File: src/hw/cgo_pkg.sv
// Package for the channel gain and offset register bank.
// Assumes a single 50 MHz clock and a plain address/strobe register port.
package cgo_pkg;
    // Register word width and offsets
    localparam int          REG_W          = 9;
    localparam int          ADDR_W         = 3;
    localparam logic [2:0]  OFS_ORDER_SEL  = 3'h1;
    localparam logic [2:0]  OFS_GAIN_RED   = 3'h2;
    localparam logic [2:0]  OFS_GAIN_GREEN = 3'h3;
    localparam logic [2:0]  OFS_GAIN_BLUE  = 3'h4;
    localparam logic [2:0]  OFS_OFFS_RED   = 3'h5;
    localparam logic [2:0]  OFS_OFFS_GREEN = 3'h6;
    localparam logic [2:0]  OFS_OFFS_BLUE  = 3'h7;
    // Field positions
    localparam int          ORDER_BIT      = 7;
    localparam int          SEL_RED_BIT    = 6;
    localparam int          SEL_GREEN_BIT  = 5;
    localparam int          SEL_BLUE_BIT   = 4;
    localparam int          OFFS_SIGN_BIT  = 8;
    localparam int          GAIN_W         = 6;
    localparam int          MAG_W          = 8;
    // Writable masks: other bits are forced to zero
    localparam logic [8:0]  ORDER_SEL_MASK = 9'h0F0;
    localparam logic [8:0]  GAIN_MASK      = 9'h03F;
    localparam logic [8:0]  OFFS_MASK      = 9'h1FF;
    // Reset values
    localparam logic [8:0]  ORDER_SEL_RST  = 9'h0C0;
    localparam logic [8:0]  GAIN_RST       = 9'h000;
    localparam logic [8:0]  OFFS_RST       = 9'h000;
    // Offset step in microvolts, full scale in millivolts
    localparam int          OFFS_STEP_UV   = 1200;
    localparam int          OFFS_FULL_MV   = 300;
    // Channel codes
    localparam logic [1:0]  CH_RED         = 2'h0;
    localparam logic [1:0]  CH_GREEN       = 2'h1;
    localparam logic [1:0]  CH_BLUE        = 2'h2;

    typedef struct packed {
        logic [1:0]  chan;
        logic [5:0]  gain;
        logic [8:0]  offs;
    } cgo_sample_t;

    typedef struct packed {
        logic        clamp_on;
        logic        ref_held;
        logic        data_held;
        logic        sub_offset_pin;
    } cgo_sample_ctl_t;
endpackage : cgo_pkg

File: src/hw/cgo_regs.sv
// Channel gain, offset and channel order register bank with sample sequencer.
// Assumes a master on the plain register port that never overlaps strobes,
// and strobes synchronous to ref_clk_i.
//
// Strobed register access and the address map were decided locally.
`timescale 1ns/1ps
module cgo_regs (
    input  wire logic                      ref_clk_i,
    input  wire logic                      rst_i,
    input  wire logic [2:0]                reg_addr_i,
    input  wire logic [8:0]                reg_wdata_i,
    input  wire logic                      reg_wr_i,
    input  wire logic                      reg_rd_i,
    output logic      [8:0]                reg_rdata_o,
    input  wire logic                      cds_mode_i,
    input  wire logic                      three_ch_mode_i,
    input  wire logic                      reference_sample_strobe_i,
    input  wire logic                      data_sample_strobe_i,
    output logic                           clamp_on_o,
    output logic                           ref_captured_o,
    output logic                           sample_valid_o,
    output cgo_pkg::cgo_sample_t           sample_o,
    output logic                           offset_pin_sampled_o,
    output logic      [1:0]                next_chan_o
);
    typedef enum logic [2:0] {
        CGO_RED   = 3'h1,
        CGO_GREEN = 3'h2,
        CGO_BLUE  = 3'h4
    } cgo_mux_t;

    typedef struct packed {
        logic [8:0]           order_sel;
        logic [2:0][5:0]      gain;
        logic [2:0][8:0]      offs;
        cgo_mux_t             mux;
        logic [8:0]           rdata;
        logic                 valid;
        cgo_pkg::cgo_sample_t smp;
        logic                 ofs_pin;
        logic                 ref_cap;
    } cgo_state_t;

    cgo_state_t                st_r;
    cgo_state_t                st_nxt;
    logic                      ref_fall;
    logic                      data_fall;
    cgo_pkg::cgo_sample_ctl_t  sctl;
    logic                      order_rgb;
    logic [2:0]                sel;
    logic [1:0]                sel_cnt;
    cgo_mux_t                  first_ch;
    cgo_mux_t                  step_ch;
    logic [1:0]                cur_code;

    cgo_strobe_ctl u_strobe (
        .ref_clk_i                 (ref_clk_i),
        .rst_i                     (rst_i),
        .cds_mode_i                (cds_mode_i),
        .reference_sample_strobe_i (reference_sample_strobe_i),
        .data_sample_strobe_i      (data_sample_strobe_i),
        .ref_fall_o                (ref_fall),
        .data_fall_o               (data_fall),
        .ctl_o                     (sctl)
    );

    // Selection decode from the order register
    assign order_rgb = st_r.order_sel[cgo_pkg::ORDER_BIT];
    assign sel = {st_r.order_sel[cgo_pkg::SEL_BLUE_BIT], st_r.order_sel[cgo_pkg::SEL_GREEN_BIT],
                  st_r.order_sel[cgo_pkg::SEL_RED_BIT]};
    assign sel_cnt = 2'(sel[0]) + 2'(sel[1]) + 2'(sel[2]);

    // Channel code of the current mux position
    always_comb begin
        case (st_r.mux)
            CGO_RED:   cur_code = cgo_pkg::CH_RED;
            CGO_GREEN: cur_code = cgo_pkg::CH_GREEN;
            CGO_BLUE:  cur_code = cgo_pkg::CH_BLUE;
            default:   cur_code = cgo_pkg::CH_RED;
        endcase
    end

    // First channel of the active order among enabled channels
    always_comb begin
        first_ch = CGO_RED;
        if (three_ch_mode_i) begin
            first_ch = order_rgb ? CGO_RED : CGO_BLUE;
        end else if (order_rgb) begin
            if (sel[0]) first_ch = CGO_RED;
            else if (sel[1]) first_ch = CGO_GREEN;
            else if (sel[2]) first_ch = CGO_BLUE;
        end else begin
            if (sel[2]) first_ch = CGO_BLUE;
            else if (sel[1]) first_ch = CGO_GREEN;
            else if (sel[0]) first_ch = CGO_RED;
        end
    end

    // Next channel after the current one; the first channel of the order in three-channel mode, fixed in one-channel mode
    always_comb begin
        step_ch = first_ch;
        if (three_ch_mode_i) begin
            // Every data strobe restarts the sequence at the first channel of the order
            step_ch = first_ch;
        end else if (sel_cnt == 2'h2) begin
            // Alternate between the two enabled channels in order
            step_ch = (st_r.mux == first_ch) ? cgo_mux_t'(sel & ~first_ch) : first_ch;
        end else begin
            step_ch = first_ch;
        end
    end

    // Register writes, reads and sample sequencing
    always_comb begin
        st_nxt         = st_r;
        st_nxt.valid   = 1'b0;
        st_nxt.ofs_pin = 1'b0;
        st_nxt.ref_cap = sctl.ref_held;
        if (reg_wr_i) begin
            case (reg_addr_i)
                cgo_pkg::OFS_ORDER_SEL:  st_nxt.order_sel = reg_wdata_i & cgo_pkg::ORDER_SEL_MASK;
                cgo_pkg::OFS_GAIN_RED:   st_nxt.gain[0] = reg_wdata_i[5:0];
                cgo_pkg::OFS_GAIN_GREEN: st_nxt.gain[1] = reg_wdata_i[5:0];
                cgo_pkg::OFS_GAIN_BLUE:  st_nxt.gain[2] = reg_wdata_i[5:0];
                cgo_pkg::OFS_OFFS_RED:   st_nxt.offs[0] = reg_wdata_i;
                cgo_pkg::OFS_OFFS_GREEN: st_nxt.offs[1] = reg_wdata_i;
                cgo_pkg::OFS_OFFS_BLUE:  st_nxt.offs[2] = reg_wdata_i;
                default: ;
            endcase
        end
        // Read data stands for one cycle only
        st_nxt.rdata = 9'h000;
        if (reg_rd_i) begin
            case (reg_addr_i)
                cgo_pkg::OFS_ORDER_SEL:  st_nxt.rdata = st_r.order_sel;
                cgo_pkg::OFS_GAIN_RED:   st_nxt.rdata = {3'h0, st_r.gain[0]};
                cgo_pkg::OFS_GAIN_GREEN: st_nxt.rdata = {3'h0, st_r.gain[1]};
                cgo_pkg::OFS_GAIN_BLUE:  st_nxt.rdata = {3'h0, st_r.gain[2]};
                cgo_pkg::OFS_OFFS_RED:   st_nxt.rdata = st_r.offs[0];
                cgo_pkg::OFS_OFFS_GREEN: st_nxt.rdata = st_r.offs[1];
                cgo_pkg::OFS_OFFS_BLUE:  st_nxt.rdata = st_r.offs[2];
                default:                 st_nxt.rdata = 9'h000;
            endcase
        end
        // Data strobe fall closes one sample with the live settings
        if (data_fall) begin
            st_nxt.valid     = 1'b1;
            st_nxt.ofs_pin   = sctl.sub_offset_pin;
            st_nxt.smp.chan  = cur_code;
            st_nxt.smp.gain  = st_r.gain[cur_code];
            st_nxt.smp.offs  = st_r.offs[cur_code];
            st_nxt.mux       = step_ch;
        end else if (!three_ch_mode_i && (sel_cnt != 2'h2 || (sel & st_r.mux) == 3'h0)) begin
            // A mux left on a deselected channel would sample the wrong input
            st_nxt.mux = first_ch;
        end
    end

    always_ff @(posedge ref_clk_i) begin
        if (rst_i) begin
            st_r           <= '0;
            st_r.order_sel <= cgo_pkg::ORDER_SEL_RST;
            st_r.gain      <= '0;
            st_r.offs      <= '0;
            st_r.mux       <= CGO_RED;
        end else begin
            st_r <= st_nxt;
        end
    end

    assign reg_rdata_o          = st_r.rdata;
    assign clamp_on_o           = sctl.clamp_on;
    assign ref_captured_o       = st_r.ref_cap;
    assign sample_valid_o       = st_r.valid;
    assign sample_o             = st_r.smp;
    assign offset_pin_sampled_o = st_r.ofs_pin;
    assign next_chan_o          = cur_code;

    AST_ORDER_MASK: assert property (@(posedge ref_clk_i) disable iff (rst_i)
        (st_r.order_sel & ~cgo_pkg::ORDER_SEL_MASK) == 9'h000) else $error("order bits leak");
    AST_GAIN_RB: assert property (@(posedge ref_clk_i) disable iff (rst_i)
        reg_wr_i && reg_addr_i == cgo_pkg::OFS_GAIN_RED ##1 reg_rd_i && reg_addr_i == cgo_pkg::OFS_GAIN_RED
        && !reg_wr_i |=> reg_rdata_o == {3'h0, $past(reg_wdata_i[5:0], 2)}) else $error("gain readback");
    AST_OFFS_RB: assert property (@(posedge ref_clk_i) disable iff (rst_i)
        reg_rd_i && reg_addr_i == cgo_pkg::OFS_OFFS_BLUE |=> reg_rdata_o == $past(st_r.offs[2])) else $error("offset readback");
    AST_SAMPLE_GAIN: assert property (@(posedge ref_clk_i) disable iff (rst_i)
        data_fall |=> sample_valid_o && sample_o.gain == $past(st_r.gain[cur_code])) else $error("sample gain");
    AST_SAMPLE_OFFS: assert property (@(posedge ref_clk_i) disable iff (rst_i)
        sample_valid_o |-> sample_o.offs == $past(st_r.offs[cur_code])) else $error("sample offset");
    AST_THREE_RESET: assert property (@(posedge ref_clk_i) disable iff (rst_i)
        three_ch_mode_i && data_fall && st_r.mux == CGO_BLUE && order_rgb |=> st_r.mux == CGO_RED) else $error("mux restart");
    AST_ONE_FIXED: assert property (@(posedge ref_clk_i) disable iff (rst_i)
        !three_ch_mode_i && sel_cnt == 2'h1 && $stable(st_r.order_sel) ##1 data_fall |=> $stable(st_r.mux)) else $error("mux moved");
    AST_REF_CAP: assert property (@(posedge ref_clk_i) disable iff (rst_i)
        cds_mode_i && reference_sample_strobe_i ##1 !reference_sample_strobe_i |=> ref_captured_o) else $error("ref capture");
    AST_TH_OFFSET: assert property (@(posedge ref_clk_i) disable iff (rst_i)
        sample_valid_o |-> offset_pin_sampled_o == !$past(cds_mode_i)) else $error("offset pin sample");
endmodule : cgo_regs

File: src/hw/cgo_strobe_ctl.sv
// Strobe edge detection, clamp control and sample hold events.
// Assumes strobes are synchronous to ref_clk_i.
`timescale 1ns/1ps
module cgo_strobe_ctl (
    input  wire logic                      ref_clk_i,
    input  wire logic                      rst_i,
    input  wire logic                      cds_mode_i,
    input  wire logic                      reference_sample_strobe_i,
    input  wire logic                      data_sample_strobe_i,
    output logic                           ref_fall_o,
    output logic                           data_fall_o,
    output cgo_pkg::cgo_sample_ctl_t       ctl_o
);
    typedef struct packed {
        logic ref_d;
        logic data_d;
    } cgo_sc_state_t;

    cgo_sc_state_t st_r;
    cgo_sc_state_t st_nxt;

    // Previous strobe levels for edge detection
    always_comb begin
        st_nxt        = st_r;
        st_nxt.ref_d  = reference_sample_strobe_i;
        st_nxt.data_d = data_sample_strobe_i;
    end

    always_ff @(posedge ref_clk_i) begin
        if (rst_i) begin
            st_r <= '0;
        end else begin
            st_r <= st_nxt;
        end
    end

    // Reference fall only counts in double sampling mode
    assign ref_fall_o  = cds_mode_i & st_r.ref_d & ~reference_sample_strobe_i;
    assign data_fall_o = st_r.data_d & ~data_sample_strobe_i;

    // Clamp follows the reference strobe level, never in track-hold
    assign ctl_o.clamp_on       = cds_mode_i & reference_sample_strobe_i;
    assign ctl_o.ref_held       = ref_fall_o;
    assign ctl_o.data_held      = data_fall_o;
    assign ctl_o.sub_offset_pin = ~cds_mode_i & data_fall_o;

    AST_CLAMP_OFF_TH: assert property (@(posedge ref_clk_i) disable iff (rst_i)
        !cds_mode_i |-> !ctl_o.clamp_on) else $error("clamp on in track-hold");
    AST_CLAMP_FOLLOWS: assert property (@(posedge ref_clk_i) disable iff (rst_i)
        cds_mode_i |-> (ctl_o.clamp_on == reference_sample_strobe_i)) else $error("clamp mismatch");
    AST_DATA_FALL: assert property (@(posedge ref_clk_i) disable iff (rst_i)
        data_sample_strobe_i ##1 !data_sample_strobe_i |-> data_fall_o) else $error("data fall missed");
endmodule : cgo_strobe_ctl

File: config.mk
export PLATFORM = sky130hd
export DESIGN_NAME = cgo_regs
export DESIGN_NICKNAME = d
export VERILOG_FILES = /design/src/hw/cgo_pkg.sv /design/src/hw/cgo_regs.sv /design/src/hw/cgo_strobe_ctl.sv
export SDC_FILE = /design/constraint.sdc
export NUM_CORES = 1
export LEC_CHECK = 0
export BUFFER_PORTS_ARGS = -buffer_cell sky130_fd_sc_hd__buf_2
export CAP_MARGIN = 20
export CORE_ASPECT_RATIO = 0.8
export CORE_MARGIN = 2
export CORE_UTILIZATION = 52
export DETAILED_ROUTE_END_ITERATION = 10
export GPL_TIMING_DRIVEN = 0
export PLACE_DENSITY = 0.75
export SLEW_MARGIN = 20
export SYNTH_ARGS = -nofsm -noshare
export SYNTH_HDL_FRONTEND = slang
export SYNTH_SLANG_ARGS = --single-unit
File: constraint.sdc
create_clock -name ref_clk_i -period 2.2 [get_ports ref_clk_i]
set_input_delay 0.11 -clock ref_clk_i [delete_from_list [all_inputs] [get_ports ref_clk_i]]
set_output_delay 0.11 -clock ref_clk_i [all_outputs]
set_load 0.01 [all_outputs]
==> results.md <==
- Routed length per placed instance: 16.24 µm
- Wirelength, routed: 10,360 µm
- Main combinational cell family by area after synthesis: simple AND/OR/NAND/NOR gates
- Worst hold-check path type: in -> reg
- Core Box Area: 0.007392 mm²
- Critical R2R Launch: sel[1]
- Worst Max-Slew Pin Slew: 0.7913 ns
- Cell area after placement: 0.004340 mm²
- Post-layout minimum cycle time: 2.157 ns
- Clock Path Buffers: 2
- Worst path cell trace: buf_6 > o31a_4 > o21a_1 > a211o_4 > or4_4 > o211a_1
- Mean Syn Cell Area: 8.550 µm²
- Crit end category: flop
- Gp weighted congestion: 0.9383
- Placed wire-length estimate after detailed placement: 7494 µm
- Vert. Die Dim: 82.04 µm
- Number of hold violations in the final report: 0
- Count of routing violations after the opening detailed-route iteration: 380
- Wire length of the first global-routing pass: 16,730 µm
- Startpoint type of the worst setup path: flop
- Final Hold Slack: 0.02093 ns
- Met2 Resource Use GR: 39.34%
- Share of cells above drive strength 1: 23.08%
- GRT Util Overall: 26.36%
- GR met3 Demand/Resource: 7.574%
- Clock Pin Slew Worst Setup and Hold Paths: 0.08 ns
- Count of flip-flops with a built-in enable after synthesis: 0
- DRC violations left: 0
- Cell area power density: 670.0 mW/mm²
- Fraction of the mapped netlist area in compound gates: 15.11%
- Ys Warns: 0
- # setup viols final: 0
- Count of state elements after synthesis: 83
- Leakage Power: 1.898 nW
- Die outline area: 0.008331 mm²
- Post-synth top flop: sky130_fd_sc_hd__dfxtp_1
- Smallest setup slack after layout: 0.04309 ns
- Post-Syn Area: 0.003959 mm²
- Basic-gate share of the synthesized area counting and, or, nand and nor cells: 18.36%
- Worst skew pair latency: 0.35 ns
- Share of the synthesized area in the top cell type: 41.97%
- Final std cell area, no fill: 0.004687 mm²
- Adder and majority cell fraction of the synthesized area: 0.5057%
- Layer with the highest usage after global routing: met2
- Setup tns final: 0 ns
- Launch instance of the worst min-delay path: reg_wdata_i[8]
- Fmax achieved: 463.6 MHz
- Final antenna-violating net count: 0
- Initial antenna violation count: 0
- Max IR drop VDD: 0.4338 mV
- Type of the worst setup path: reg -> reg
- CP Launch Point: sel[1]
- Layout Utilization: 63.41%
- Fin. max-slew vios: 0
- Number of vias in the routed layout: 3,617
- Clock skew after layout: 0.009892 ns
- Gate count after technology mapping: 463
- Synth-to-layout area growth: 18.39%
- Total nets after synthesis: 484
- Placed Cells incl. Taps: 616
- Required time at the worst-slack endpoint: 2.45 ns
- Period utilisation layout: 98.04%
- I/O Buffers: 48
- GRT met1 Usage: 37.07%
- GRT overflow: 0
- Proportion of synthesized chip area in sequential cells: 41.97%
- Initial cell density of the core: 53.55%
- Clock tree from TritonCTS: yes
- Mux cell area share after synthesis: 15.42%
- Maximum number of pins on one net before global-route repair: 14
- Master cell of the clock root buffer: sky130_fd_sc_hd__clkbuf_8
- Max FO, Critical Path: 9
- # Max-Cap Violations: 0
- Total inserted antenna cells: 0
- Worst EP arrival: 2.40 ns
- Number of global-route vias before repair: 3,282
- Crit-path slowest cell: sky130_fd_sc_hd__or4_4
- Number of search-and-repair iterations in the first detailed-routing pass: 5
- Tightest slew margin relative to the limit: 47.05%
- Finished Layout Cells: 638
- Number of levels in the clock H-tree: 3
- Detailed-route vias per instance: 5.669
- Post-layout total power: 3.140 mW
- Worst setup slack before clock tree synthesis: -0.09978 ns
- Post-synthesis cell type count: 46
- CTS buffer count: 9
- Synth area leaders: sky130_fd_sc_hd__dfxtp_1 42%, sky130_fd_sc_hd__mux2i_1 11%, sky130_fd_sc_hd__nor2_1 6.8%
- Asr flop ratio synth: 0%
- Worst path max stage delay: 0.49 ns
- Number of nets in the layout: 549
- Outcome: finished, final reports clean
- Post-synthesis share of cell area spent on xor and xnor gates: 0.2212%
- Placement row count: 28
- Boundary Pins: 52
- X dimension of the die: 101.6 µm
- Cell accounting for the most synthesized area: sky130_fd_sc_hd__dfxtp_1
- TritonCTS Sinks: 83
## final timing paths
path / to / slack (ns) / cells past startpoint
setup reg to reg: st_r[31] / 0.04 / 6
hold reg to reg: ref_captured_o / 0.46 / 1
setup / recovery: st_r[31] / 0.04 / 6
hold / removal: st_r[58] / 0.02 / 3
## Yosys cell counts, types with 2 or more instances
cell / n
sky130_fd_sc_hd__buf_4: 26
sky130_fd_sc_hd__dfxtp_1: 83
sky130_fd_sc_hd__o21ai_0: 5
sky130_fd_sc_hd__a211oi_1: 17
sky130_fd_sc_hd__and2_1: 3
sky130_fd_sc_hd__nor3b_1: 2
sky130_fd_sc_hd__nand2_1: 66
sky130_fd_sc_hd__mux4_2: 4
sky130_fd_sc_hd__o22a_1: 2
sky130_fd_sc_hd__or2_2: 2
sky130_fd_sc_hd__nand2b_1: 5
sky130_fd_sc_hd__clkbuf_1: 24
sky130_fd_sc_hd__mux2i_1: 43
sky130_fd_sc_hd__nand3_1: 3
sky130_fd_sc_hd__inv_1: 3
sky130_fd_sc_hd__a21oi_1: 51
sky130_fd_sc_hd__o21a_1: 3
sky130_fd_sc_hd__nor2_1: 72
sky130_fd_sc_hd__a22oi_1: 7
sky130_fd_sc_hd__mux2_2: 8
sky130_fd_sc_hd__buf_6: 2
sky130_fd_sc_hd__nor2b_1: 5
sky130_fd_sc_hd__buf_2: 2
sky130_fd_sc_hd__nor3_1: 3
## layer usage
metal / wire length (µm) / part of all wire [%]
met5: 0 / 0
met1: 4506 / 44
met2: 4491 / 43
met3: 1198 / 12
met4: 161 / 1.6
## power by group
group	internal, mW	switching (mW)
clock network	0.786	0.521
logic	0.109	0.168
registers	1.53	0.0278
total	2.42	0.717
## sequential cells by signal, summed over array words and instances (netlist names)
| name | count |
|---|---|
| sample_valid_o | 1 |
| st_r | 48 |
| ref_captured_o | 1 |
| sample_o | 17 |
| reg_rdata_o | 9 |
| order_rgb | 1 |
| u_strobe.st_r | 2 |
| sel | 3 |
| offset_pin_sampled_o | 1 |
## repair_timing
action,CTS,global route
pin swaps,1,4
hold buffers,3,0
gates resized for setup,4,8
hold endpoints to repair,4,0
setup endpoints to repair,2,5
setup buffers,3,1
## area by class of cell
class | instances | area [µm²]
fillers | 642 | 2705
multi-input cells | 322 | 2014
flip-flops and latches | 83 | 1670
plain buffers | 55 | 324.1
repair buffers | 54 | 292.8
clock buffers | 12 | 145.1
well taps | 105 | 131.4
clock inverters | 4 | 97.59
inverters | 3 | 11.26
## critical path: cells and delay by family (launching register included)
family	cells	cell delay (ns)
flip-flops	1	0.34
buffers and inverters	1	0.14
AND/OR/NAND/NOR	1	0.49
AO/OA/AOI/OAI	4	1.09
## cells in the final DEF (no fill, tap or decap), drive strengths merged, types with 2 or more instances in the layout
cell,count
a211oi,17
a21oi,51
a22oi,7
and2,3
buf,81
bufinv,3
clkbuf,37
dfxtp,83
dlygate4sd3,3
inv,3
mux2,8
mux2i,43
mux4,4
nand2,66
nand2b,5
nand3,3
nor2,72
nor2b,5
nor3,4
nor3b,2
o21a,3
o21ai,5
o22a,2
or2,2
## kinds of logic (layout without fill, tap and decap cells)
logic type | Yosys count | count (layout)
AOI/OAI and AO/OA | 96 | 96
xor gates and xnor gates | 1 | 1
adders and majority gates | 1 | 1
buffers and inverters | 58 | 128
DFF | 83 | 83
muxes | 55 | 55
and+or+nand+nor | 169 | 169
(Power assumes the default switching activity.)
